`src/hw/core_cfg.svh`:
```
// constants for the harvard risc core datapath: widths, file map, status layout
`ifndef CORE_CFG_SVH
`define CORE_CFG_SVH
`define INSTR_WIDTH 12
`define DATA_WIDTH 8
`define DADDR_WIDTH 7
`define PC_MAX_WIDTH 11
`define PC_WIDTH_DEFAULT 11
`define ADDR_INDIRECT 5'h00
`define ADDR_PCL 5'h02
`define ADDR_STATUS 5'h03
`define ADDR_FSR 5'h04
`define SFR_NONE 3'h0
`define SFR_INDIRECT 3'h1
`define SFR_PCL 3'h2
`define SFR_STATUS 3'h3
`define SFR_FSR 3'h4
`define STATUS_C_BIT 0
`define STATUS_DC_BIT 1
`define STATUS_Z_BIT 2
`define STATUS_PA_LO_BIT 5
`define STATUS_PA_HI_BIT 6
`define STATUS_RESET 8'h18
`define STATUS_WR_MASK 8'h67
`define FSR_RESET 8'h00
`define W_RESET 8'h00
`define NOP_WORD 12'h000
`endif

```
`src/hw/core_pkg.sv`:
```
// types shared by the core, its alu and its phase generator
package core_pkg;
  // four oscillator phases per instruction cycle, gray coded
  typedef enum logic [1:0] {
    PH_Q1 = 2'h0,
    PH_Q2 = 2'h1,
    PH_Q3 = 2'h3,
    PH_Q4 = 2'h2
  } phase_type;
  // alu operation select
  typedef enum logic [3:0] {
    ALU_ADD, ALU_SUB, ALU_AND, ALU_IOR, ALU_XOR, ALU_COM, ALU_INC, ALU_DEC,
    ALU_RRF, ALU_RLF, ALU_SWAP, ALU_PASS_F, ALU_PASS_W, ALU_CLR, ALU_BCF, ALU_BSF
  } alu_op_type;
endpackage

```
`src/hw/harvard_risc_core_datapath.sv`:
```
// execution datapath of the 8-bit harvard core: fetch, decode, alu, flags
// Functional notes
// - fetch one 12-bit instruction per cycle
// - fetch of next overlaps current execute
// - single cycle except branches, which refill
// - separate program and data buses
// - pc reaches 512, 1K or 2K words
// - special registers, pc included, in data map
// - 8-bit alu: add, subtract, shift, logic
// - arithmetic is two's complement
// - operands: accumulator with file or literal
// - accumulator feeds alu, has no address
// - alu updates carry, nibble carry, zero
// - subtract: carries are inverted borrows
// - rc mode: rate output at quarter frequency
// - master reset active low, holds device
`timescale 1ns/1ps
`include "core_cfg.svh"
module harvard_risc_core_datapath #(
  parameter int PC_WIDTH = `PC_WIDTH_DEFAULT // 9, 10 or 11 for the variants
) (
  input wire logic clock_i, // oscillator, the crystal_input_pin
  input wire logic sys_rst_i,
  input wire logic master_reset_n_i, // pin, active low
  input wire logic rc_mode_i, // oscillator mode strap, pin
  output logic [PC_WIDTH-1:0] prog_addr_o,
  input wire logic [`INSTR_WIDTH-1:0] prog_data_i,
  output logic [`DADDR_WIDTH-1:0] data_addr_o,
  output logic [`DATA_WIDTH-1:0] data_wdata_o,
  output logic data_we_o,
  input wire logic [`DATA_WIDTH-1:0] data_rdata_i,
  output logic instruction_rate_output_o,
  output logic [`DATA_WIDTH-1:0] acc_o,
  output logic [`DATA_WIDTH-1:0] status_o
);
  // pin synchronisers: first stage feeds only the second
  logic [1:0] mrst_sync_q;
  logic [1:0] rc_sync_q;
  logic hold; // core held in reset

  always_ff @(posedge clock_i or posedge sys_rst_i) begin
    if (sys_rst_i) begin
      mrst_sync_q <= 2'h0;
      rc_sync_q <= 2'h0;
    end else begin
      mrst_sync_q <= {mrst_sync_q[0], master_reset_n_i};
      rc_sync_q <= {rc_sync_q[0], rc_mode_i};
    end
  end
  assign hold = !mrst_sync_q[1];

  // phase generation
  core_pkg::phase_type phase;
  logic cycle_end; // last phase of an instruction cycle

  quarter_phase_gen u_phase (
    .clock_i(clock_i),
    .sys_rst_i(sys_rst_i),
    .hold_i(hold),
    .rc_mode_i(rc_sync_q[1]),
    .phase_o(phase),
    .cycle_end_o(cycle_end),
    .rate_clk_o(instruction_rate_output_o)
  );

  // architectural state
  logic [PC_WIDTH-1:0] pc_q, pc_d; // fetch address
  logic [`INSTR_WIDTH-1:0] ir_q, ir_d; // executing instruction
  logic [`DATA_WIDTH-1:0] w_q, w_d; // accumulator, not in the file map
  logic [`DATA_WIDTH-1:0] status_q, status_d;
  logic [`DATA_WIDTH-1:0] fsr_q, fsr_d; // indirect pointer
  logic [PC_WIDTH-1:0] stk0_q, stk0_d, stk1_q, stk1_d; // two-level return stack
  logic [`DADDR_WIDTH-1:0] daddr_q, daddr_d;
  logic [`DATA_WIDTH-1:0] dwdata_q, dwdata_d;
  logic dwe_q, dwe_d;

  // maps an effective file address onto the core's own registers
  function automatic logic [2:0] sfr_decode(input logic [`DADDR_WIDTH-1:0] ea);
    logic [2:0] sel;
    sel = `SFR_NONE;
    if (ea[4:0] == `ADDR_INDIRECT) begin
      sel = `SFR_INDIRECT;
    end else if (ea[4:0] == `ADDR_PCL) begin
      sel = `SFR_PCL;
    end else if (ea[4:0] == `ADDR_STATUS) begin
      sel = `SFR_STATUS;
    end else if (ea[4:0] == `ADDR_FSR) begin
      sel = `SFR_FSR;
    end
    return sel;
  endfunction

  // instruction fields
  logic [4:0] f_field;
  logic dest_f; // result goes to the file register
  logic [7:0] lit;
  logic [`DADDR_WIDTH-1:0] ea; // effective data address
  logic [2:0] sfr_sel;

  assign f_field = ir_q[4:0];
  assign dest_f = ir_q[5];
  assign lit = ir_q[7:0];

  // upper file addresses are banked by the pointer; address 0 goes indirect
  always_comb begin
    if (f_field == `ADDR_INDIRECT) begin
      ea = fsr_q[`DADDR_WIDTH-1:0];
    end else if (f_field[4]) begin
      ea = {fsr_q[6:5], f_field};
    end else begin
      ea = {2'h0, f_field};
    end
    sfr_sel = sfr_decode(ea);
  end

  // decoder outputs
  core_pkg::alu_op_type alu_op;
  logic use_lit, wr_w, wr_f, aff_z, aff_c, aff_dc;
  logic skip_z, test_clr, test_set, is_goto, is_call, is_ret;

  // decode of the executing word
  always_comb begin
    alu_op = core_pkg::ALU_PASS_F;
    use_lit = 1'b0;
    wr_w = 1'b0;
    wr_f = 1'b0;
    aff_z = 1'b0;
    aff_c = 1'b0;
    aff_dc = 1'b0;
    skip_z = 1'b0;
    test_clr = 1'b0;
    test_set = 1'b0;
    is_goto = 1'b0;
    is_call = 1'b0;
    is_ret = 1'b0;
    case (ir_q[11:8])
      4'h0, 4'h1, 4'h2, 4'h3: begin
        // byte operations between accumulator and file register
        wr_w = !dest_f;
        wr_f = dest_f;
        aff_z = 1'b1;
        case (ir_q[9:6])
          4'h0: begin
            alu_op = core_pkg::ALU_PASS_W; // store accumulator, or no-op
            wr_w = 1'b0;
            aff_z = 1'b0;
          end
          4'h1: alu_op = core_pkg::ALU_CLR;
          4'h2: begin
            alu_op = core_pkg::ALU_SUB; // subtract_acc_from_file
            aff_c = 1'b1;
            aff_dc = 1'b1;
          end
          4'h3: alu_op = core_pkg::ALU_DEC;
          4'h4: alu_op = core_pkg::ALU_IOR;
          4'h5: alu_op = core_pkg::ALU_AND;
          4'h6: alu_op = core_pkg::ALU_XOR;
          4'h7: begin
            alu_op = core_pkg::ALU_ADD; // add_acc_to_file
            aff_c = 1'b1;
            aff_dc = 1'b1;
          end
          4'h8: alu_op = core_pkg::ALU_PASS_F;
          4'h9: alu_op = core_pkg::ALU_COM;
          4'ha: alu_op = core_pkg::ALU_INC;
          4'hb: begin
            alu_op = core_pkg::ALU_DEC;
            aff_z = 1'b0;
            skip_z = 1'b1;
          end
          4'hc: begin
            alu_op = core_pkg::ALU_RRF;
            aff_z = 1'b0;
            aff_c = 1'b1;
          end
          4'hd: begin
            alu_op = core_pkg::ALU_RLF;
            aff_z = 1'b0;
            aff_c = 1'b1;
          end
          4'he: begin
            alu_op = core_pkg::ALU_SWAP;
            aff_z = 1'b0;
          end
          default: begin
            alu_op = core_pkg::ALU_INC;
            aff_z = 1'b0;
            skip_z = 1'b1;
          end
        endcase
        // store form of the first group writes the file, clear of w is allowed
        if (ir_q[9:6] == 4'h0) begin
          wr_f = dest_f;
        end
      end
      4'h4: begin
        alu_op = core_pkg::ALU_BCF;
        wr_f = 1'b1;
      end
      4'h5: begin
        alu_op = core_pkg::ALU_BSF;
        wr_f = 1'b1;
      end
      4'h6: test_clr = 1'b1;
      4'h7: test_set = 1'b1;
      4'h8: begin
        is_ret = 1'b1; // literal return loads the accumulator
        use_lit = 1'b1;
        wr_w = 1'b1;
      end
      4'h9: is_call = 1'b1;
      4'ha, 4'hb: is_goto = 1'b1;
      default: begin
        // literal ops: move, or, and, xor with the accumulator
        use_lit = 1'b1;
        wr_w = 1'b1;
        aff_z = (ir_q[9:8] != 2'h0);
        if (ir_q[9:8] == 2'h1) begin
          alu_op = core_pkg::ALU_IOR;
        end else if (ir_q[9:8] == 2'h2) begin
          alu_op = core_pkg::ALU_AND;
        end else if (ir_q[9:8] == 2'h3) begin
          alu_op = core_pkg::ALU_XOR;
        end
      end
    endcase
  end

  // file operand read; core registers answer locally, the rest over the data bus
  logic [`DATA_WIDTH-1:0] f_val;

  always_comb begin
    if (use_lit) begin
      f_val = lit;
    end else if (sfr_sel == `SFR_INDIRECT) begin
      f_val = 8'h00; // indirect through itself reads zero
    end else if (sfr_sel == `SFR_PCL) begin
      f_val = pc_q[7:0];
    end else if (sfr_sel == `SFR_STATUS) begin
      f_val = status_q;
    end else if (sfr_sel == `SFR_FSR) begin
      f_val = fsr_q;
    end else begin
      f_val = data_rdata_i;
    end
  end

  logic [`DATA_WIDTH-1:0] alu_res;
  logic alu_c, alu_dc, alu_z;

  alu_unit u_alu (
    .op_i(alu_op),
    .f_i(f_val),
    .w_i(w_q),
    .bit_i(ir_q[7:5]),
    .carry_i(status_q[`STATUS_C_BIT]),
    .result_o(alu_res),
    .carry_o(alu_c),
    .nibble_carry_o(alu_dc),
    .zero_o(alu_z)
  );

  // branch target pieces; page bits come from status
  logic [`PC_MAX_WIDTH-1:0] goto_tgt, call_tgt, pcl_tgt;
  logic bit_val, skip, pcl_wr, flush;

  assign goto_tgt = {status_q[`STATUS_PA_HI_BIT:`STATUS_PA_LO_BIT], ir_q[8:0]};
  assign call_tgt = {status_q[`STATUS_PA_HI_BIT:`STATUS_PA_LO_BIT], 1'b0, lit};
  assign pcl_tgt = {status_q[`STATUS_PA_HI_BIT:`STATUS_PA_LO_BIT], 1'b0, alu_res};
  assign bit_val = f_val[ir_q[7:5]];
  assign skip = (skip_z && alu_z) || (test_clr && !bit_val) || (test_set && bit_val);
  assign pcl_wr = wr_f && (sfr_sel == `SFR_PCL);
  // any change of flow discards the word already fetched
  assign flush = is_goto || is_call || is_ret || skip || pcl_wr;

  // next state: all but the data read address and the write strobe commits on the last phase of the cycle
  always_comb begin
    pc_d = pc_q;
    ir_d = ir_q;
    w_d = w_q;
    status_d = status_q;
    fsr_d = fsr_q;
    stk0_d = stk0_q;
    stk1_d = stk1_q;
    dwe_d = 1'b0;
    dwdata_d = dwdata_q;
    daddr_d = ea; // read address for the executing word
    if (hold) begin
      pc_d = '1;
      ir_d = `NOP_WORD;
      w_d = `W_RESET;
      status_d = `STATUS_RESET;
      fsr_d = `FSR_RESET;
      daddr_d = '0;
    end else if (cycle_end) begin
      pc_d = pc_q + PC_WIDTH'(1);
      ir_d = flush ? `NOP_WORD : prog_data_i;
      if (is_goto) begin
        pc_d = goto_tgt[PC_WIDTH-1:0];
      end else if (is_call) begin
        pc_d = call_tgt[PC_WIDTH-1:0];
        stk0_d = pc_q;
        stk1_d = stk0_q;
      end else if (is_ret) begin
        pc_d = stk0_q;
        stk0_d = stk1_q;
      end else if (pcl_wr) begin
        pc_d = pcl_tgt[PC_WIDTH-1:0];
      end
      if (wr_w) begin
        w_d = alu_res;
      end
      if (wr_f && sfr_sel == `SFR_STATUS) begin
        status_d = (status_q & ~`STATUS_WR_MASK) | (alu_res & `STATUS_WR_MASK);
      end else if (wr_f && sfr_sel == `SFR_FSR) begin
        fsr_d = alu_res;
      end else if (wr_f && sfr_sel == `SFR_NONE) begin
        dwe_d = 1'b1; // write lands one clock later, before the next read
        dwdata_d = alu_res;
      end
      // flag updates win over a direct write to status
      if (aff_z) begin
        status_d[`STATUS_Z_BIT] = alu_z;
      end
      if (aff_c) begin
        status_d[`STATUS_C_BIT] = alu_c;
      end
      if (aff_dc) begin
        status_d[`STATUS_DC_BIT] = alu_dc;
      end
    end
  end

  // registers only
  always_ff @(posedge clock_i or posedge sys_rst_i) begin
    if (sys_rst_i) begin
      pc_q <= '1;
      ir_q <= `NOP_WORD;
      w_q <= `W_RESET;
      status_q <= `STATUS_RESET;
      fsr_q <= `FSR_RESET;
      stk0_q <= '0;
      stk1_q <= '0;
      daddr_q <= '0;
      dwdata_q <= '0;
      dwe_q <= 1'b0;
    end else begin
      pc_q <= pc_d;
      ir_q <= ir_d;
      w_q <= w_d;
      status_q <= status_d;
      fsr_q <= fsr_d;
      stk0_q <= stk0_d;
      stk1_q <= stk1_d;
      daddr_q <= daddr_d;
      dwdata_q <= dwdata_d;
      dwe_q <= dwe_d;
    end
  end

  // program bus runs independently of the data bus
  assign prog_addr_o = pc_q;
  assign data_addr_o = daddr_q;
  assign data_wdata_o = dwdata_q;
  assign data_we_o = dwe_q;
  assign acc_o = w_q;
  assign status_o = status_q;
endmodule

```
`src/hw/alu_unit.sv`:
```
// 8-bit alu: arithmetic, logic, shift and bit operations with flag outputs
`timescale 1ns/1ps
`include "core_cfg.svh"
module alu_unit (
  input wire core_pkg::alu_op_type op_i,
  input wire logic [`DATA_WIDTH-1:0] f_i,
  input wire logic [`DATA_WIDTH-1:0] w_i,
  input wire logic [2:0] bit_i,
  input wire logic carry_i,
  output logic [`DATA_WIDTH-1:0] result_o,
  output logic carry_o,
  output logic nibble_carry_o,
  output logic zero_o
);
  logic [8:0] sum; // full sum with carry out
  logic [4:0] low; // low nibble sum, bit 4 is the nibble carry

  // one adder path serves add and subtract; subtract is f + ~w + 1
  always_comb begin
    sum = 9'h000;
    low = 5'h00;
    result_o = f_i;
    carry_o = carry_i;
    nibble_carry_o = 1'b0;
    case (op_i)
      core_pkg::ALU_ADD: begin
        sum = {1'b0, f_i} + {1'b0, w_i};
        low = {1'b0, f_i[3:0]} + {1'b0, w_i[3:0]};
        result_o = sum[7:0];
        carry_o = sum[8];
        nibble_carry_o = low[4];
      end
      core_pkg::ALU_SUB: begin
        // carry out of the complement add is the inverted borrow
        sum = {1'b0, f_i} + {1'b0, ~w_i} + 9'h001;
        low = {1'b0, f_i[3:0]} + {1'b0, ~w_i[3:0]} + 5'h01;
        result_o = sum[7:0];
        carry_o = sum[8];
        nibble_carry_o = low[4];
      end
      core_pkg::ALU_AND: result_o = f_i & w_i;
      core_pkg::ALU_IOR: result_o = f_i | w_i;
      core_pkg::ALU_XOR: result_o = f_i ^ w_i;
      core_pkg::ALU_COM: result_o = ~f_i;
      core_pkg::ALU_INC: result_o = f_i + 8'h01;
      core_pkg::ALU_DEC: result_o = f_i - 8'h01;
      core_pkg::ALU_RRF: begin
        result_o = {carry_i, f_i[7:1]};
        carry_o = f_i[0];
      end
      core_pkg::ALU_RLF: begin
        result_o = {f_i[6:0], carry_i};
        carry_o = f_i[7];
      end
      core_pkg::ALU_SWAP: result_o = {f_i[3:0], f_i[7:4]};
      core_pkg::ALU_PASS_W: result_o = w_i;
      core_pkg::ALU_CLR: result_o = 8'h00;
      core_pkg::ALU_BCF: result_o = f_i & ~(8'h01 << bit_i);
      core_pkg::ALU_BSF: result_o = f_i | (8'h01 << bit_i);
      default: result_o = f_i; // pass file operand
    endcase
    zero_o = (result_o == 8'h00);
  end
endmodule

```
`src/hw/quarter_phase_gen.sv`:
```
// divides the oscillator clock into four instruction phases and the rate output
`timescale 1ns/1ps
module quarter_phase_gen (
  input wire logic clock_i,
  input wire logic sys_rst_i,
  input wire logic hold_i,
  input wire logic rc_mode_i,
  output core_pkg::phase_type phase_o,
  output logic cycle_end_o,
  output logic rate_clk_o
);
  core_pkg::phase_type phase_q; // current phase
  core_pkg::phase_type phase_d;
  logic rate_q; // rate output register
  logic rate_d;

  // next phase and next rate level; held at the first phase during reset
  always_comb begin
    phase_d = core_pkg::PH_Q1;
    if (!hold_i) begin
      case (phase_q)
        core_pkg::PH_Q1: phase_d = core_pkg::PH_Q2;
        core_pkg::PH_Q2: phase_d = core_pkg::PH_Q3;
        core_pkg::PH_Q3: phase_d = core_pkg::PH_Q4;
        default: phase_d = core_pkg::PH_Q1;
      endcase
    end
    // high in the second half of each cycle: a quarter of the input rate
    rate_d = rc_mode_i && !hold_i &&
      (phase_d == core_pkg::PH_Q3 || phase_d == core_pkg::PH_Q4);
  end

  // registers only
  always_ff @(posedge clock_i or posedge sys_rst_i) begin
    if (sys_rst_i) begin
      phase_q <= core_pkg::PH_Q1;
      rate_q <= 1'b0;
    end else begin
      phase_q <= phase_d;
      rate_q <= rate_d;
    end
  end

  assign phase_o = phase_q;
  assign cycle_end_o = (phase_q == core_pkg::PH_Q4) && !hold_i;
  assign rate_clk_o = rate_q;
endmodule

```
`config.mk`:
```
export PLATFORM = sky130hd
export DESIGN_NAME = harvard_risc_core_datapath
export DESIGN_NICKNAME = d
export VERILOG_FILES = /design/src/hw/core_pkg.sv /design/src/hw/harvard_risc_core_datapath.sv /design/src/hw/alu_unit.sv /design/src/hw/quarter_phase_gen.sv
export VERILOG_INCLUDE_DIRS = /design/src /design/src/hw
export SDC_FILE = /design/constraint.sdc
export NUM_CORES = 1
export LEC_CHECK = 0
export ABC_AREA = 1
export BUFFER_PORTS_ARGS = -buffer_cell sky130_fd_sc_hd__buf_2
export CAP_MARGIN = 10
export CORE_MARGIN = 1.5
export CORE_UTILIZATION = 30
export CTS_CLUSTER_SIZE = 24
export DETAILED_ROUTE_END_ITERATION = 10
export GPL_ROUTABILITY_DRIVEN = 0
export PLACE_DENSITY_LB_ADDON = 0.15
export SYNTH_ARGS = -nofsm -noshare
export SYNTH_HDL_FRONTEND = slang
export SYNTH_SLANG_ARGS = --single-unit
export TNS_END_PERCENT = 1
```
`constraint.sdc`:
```
create_clock -name clock_i -period 4.2 [get_ports clock_i]
set_clock_uncertainty 0.2 [all_clocks]
set_input_delay 0.63 -clock clock_i [delete_from_list [all_inputs] [get_ports clock_i]]
set_output_delay 0.63 -clock clock_i [all_outputs]
set_load 0.01 [all_outputs]
```
==> results.json <==
{
  "synth_top_family_by_area": "simple AND/OR/NAND/NOR gates",
  "ir_worst_vdd_uv": 181,
  "post-route-util": 0.411,
  "drc": 0,
  "critPathLaunchType": "flip-flop",
  "synthCells": 1118,
  "portBuffers": 66,
  "synth_area_mm2": 0.00729,
  "fp.dieH_um": 159,
  "hold_buffers": 0,
  "track_usage": 0.217,
  "cpPeakStageDelay_ns": 0.41,
  "ys_ff_latch": 90,
  "pwr-share-seq": 0.231,
  "synth_fa_ha_area_frac": 0.0494,
  "worstSetupEndpointType": "flip-flop",
  "rsz0062_at_grt": "yes",
  "grt_pass1_wl_um": 42700,
  "power_density_mw_per_mm2": 467,
  "place_area_mm2": 0.00909,
  "crit_type": "flip-flop to flip-flop",
  "swShare": 0.448,
  "synth_compound_gate_area_share": 0.144,
  "slew_headroom": 0.397,
  "final_area_mm2": 0.00974,
  "ys_seq_area_frac": 0.311,
  "nets": 1386,
  "cts-buffers-inserted": 9,
  "required_ns": 4.24,
  "synth_edf_count": 0,
  "initial_core_util": 0.308,
  "wire_per_inst_um": 16.7,
  "clkPwrFrac": 0.175,
  "firstDrtPassIters": 7,
  "syn-num-nets": 1169,
  "vias": 8119,
  "clock_sinks": 90,
  "synthXorXnorAreaFrac": 0.0120,
  "wirelength_um": 27700,
  "clock_tree.buffer_depth": 2,
  "synth_top_area_share": 0.268,
  "die_area_mm2": 0.0253,
  "synthMuxAreaShare": 0,
  "worst_hold_path_type": "flip-flop to flip-flop",
  "finalCriticalPeriod_ns": 4.35,
  "yosys-top-cells-area": "dfrtp_1 (27%), nand2_1 (16%), inv_1 (7.4%)",
  "die_x_um": 159,
  "fin_crit_sh": 1.03,
  "cts_root_buf": "clkbuf_16",
  "fmax_mhz": 230,
  "synth_cell_type_count": 52,
  "dpl.hpwl_um": 21700,
  "setup_ws_ns": -0.146,
  "drt_iter0_drc": 718,
  "synth_flop_cell": "dfrtp_1",
  "crit_arrival_ns": 4.38,
  "cp_common_cell": "nand2_1",
  "leakage_nw": 5.14,
  "areaGrowthSynthToFinish_pct": 33.6,
  "grt_pass1_vias": 7433,
  "clk_latency_ns": 0.35,
  "final-setup-viol-count": 15,
  "synth_area_per_cell_um2": 6.52,
  "cts_tree": "done",
  "diodes": 0,
  "core_mm2": 0.0237,
  "grt_max_degree": 72,
  "violations": "setup timing",
  "report.final.slew_viol_count": 0,
  "yosysWarnings": 0,
  "hold_viol": 0,
  "ys_top_cells_by_count": "nand2_1 (308), inv_1 (144), nor2_1 (131)",
  "yosysMostFrequentCell": "nand2_1",
  "power.switching_mw": 2.04,
  "yosys.area_share.simple": 0.379,
  "io_pins": 68,
  "synth_top_area_cell": "dfrtp_1",
  "outcome": "complete, but fails checks",
  "antenna_left": 0,
  "overflow": 0,
  "cts.clk_slew.worst_paths_ns": 0.07,
  "num_rows": 56,
  "antenna_found_initial": 0,
  "vias_per_cell": 4.89,
  "p_comb_frac": 0.595,
  "drive_gt1_frac": 0.293,
  "ctsHtreeMaxLevel": 3,
  "crit_slowest_cell": "dfrtp_1",
  "worst_slew_pin_slew_ns": 0.905,
  "drv_cap": 0,
  "cp_max_fo": 6,
  "p_int_mw": 2.51,
  "synthArstFlopShare": 1.00
}
[logic make-up (layout without fill, tap and decap cells)]
group           Yosys count  in the layout
xor+xnor                 10             10
flops                    90             90
other cells               1              1
fa+ha+maj                27             27
compound gates          190            190
simple gates            611            611
buf+inv                 189            411
[placed cells by master (no fill, tap or decap), drive strengths merged, types with 5 or more instances in the layout]
master  count
ha         24
nor3       13
inv       160
nand4      17
nor2      144
o22ai      13
dfstp      12
o211ai      7
a21oi      53
xor2        9
o21ai      97
dfrtp      78
nand3     100
a31oi       5
clkbuf      9
buf       238
nand2     331
[layer usage]
| layer | wire length (µm) | up-vias | global-route usage | part of all wire |
|---|---|---|---|---|
| li1 | - | 4036 | - | - |
| met3 | 2050 | 36 | 0.0402 | 0.074 |
| met2 | 12200 | 284 | 0.333 | 0.44 |
| met1 | 13000 | 3763 | 0.313 | 0.47 |
| met4 | 514 | 0 | 0.0502 | 0.019 |
| met5 | 0 | - | 0 | 0 |
[cell type report]
cell class | instances | area [µm²]
Multi-Input combinational cell | 839 | 4520
Inverter | 157 | 599
Clock inverter | 7 | 58.8
Tap cell | 319 | 399
Clock buffer | 9 | 225
Fill cell | 2592 | 13900
Timing Repair Buffer | 238 | 1670
Sequential cell | 90 | 2270
[state kept, by name, summed over array words and instances (netlist names), 2 cells and up]
| name | cells |
|---|---|
| ir_q | 12 |
| prog_addr_o | 11 |
| stk0_q | 11 |
| stk1_q | 11 |
| acc_o | 8 |
| data_wdata_o | 8 |
| fsr_q | 8 |
| data_addr_o | 7 |
| status_o | 6 |
| mrst_sync_q | 2 |
| rc_sync_q | 2 |
| u_phase.phase_o | 2 |
[power groups by stage]
stage          combinational (mW)  clock (mW)  sequential (mW)
5_1_grt                      2.96       0.856             1.06
2_1_floorplan                1.28           0             1.05
4_1_cts                      2.62       0.818             1.04
6_report                     2.70       0.794             1.05
3_3_place_gp                 2.43           0             1.06
3_5_place_dp                 2.42           0             1.06
[per-stage QoR]
stage               setup slack [ns]  hold WS [ns]  instances  total power [mW]  TNS, ns
finish                        -0.146         0.157       1659              4.55    -1.73
global route                  -0.535         0.168       1659              4.87    -9.89
CTS                           -0.261         0.161       1657              4.48    -3.31
detailed placement            -0.300         0.140       1631              3.48    -4.66
global placement              -0.247         0.133       1631              3.49    -3.79
floorplan                     0.0951         0.131       1118              2.33        0
[final timing paths]
kind,cells past startpoint,slack (ns),startpoint,end
max,36,-0.15,ir_q[1]$_DFFE_PP0P_,ir_q[3]$_DFFE_PP0P_
max in group asynchronous,3,2.72,sys_rst_i,data_wdata_o[6]$_DFFE_PP0P_
min reg2reg,0,0.16,rc_sync_q[0]$_DFF_PP0_,rc_sync_q[1]$_DFF_PP0_
max reg2reg,36,-0.15,ir_q[1]$_DFFE_PP0P_,ir_q[3]$_DFFE_PP0P_
min,0,0.16,rc_sync_q[0]$_DFF_PP0_,rc_sync_q[1]$_DFF_PP0_
min in group asynchronous,2,0.26,sys_rst_i,fsr_q[6]$_DFFE_PP0P_
[critical path, delay by kind of cell, from the launching register on]
family,cells,cell delay [ns]
DFF,1,0.41
adders and majority gates,2,0.50
buffers and inverters,5,0.56
and+or+nand+nor,29,2.55
[what timing repair did]
item / in CTS / in global routing
pin swaps: 29 / 30
endpoints found under the setup margin: 26 / 35
cloned: 0 / 0
gates resized for setup: 42 / 26
setup buffers: 10 / 2
(Power assumes the default switching activity.)
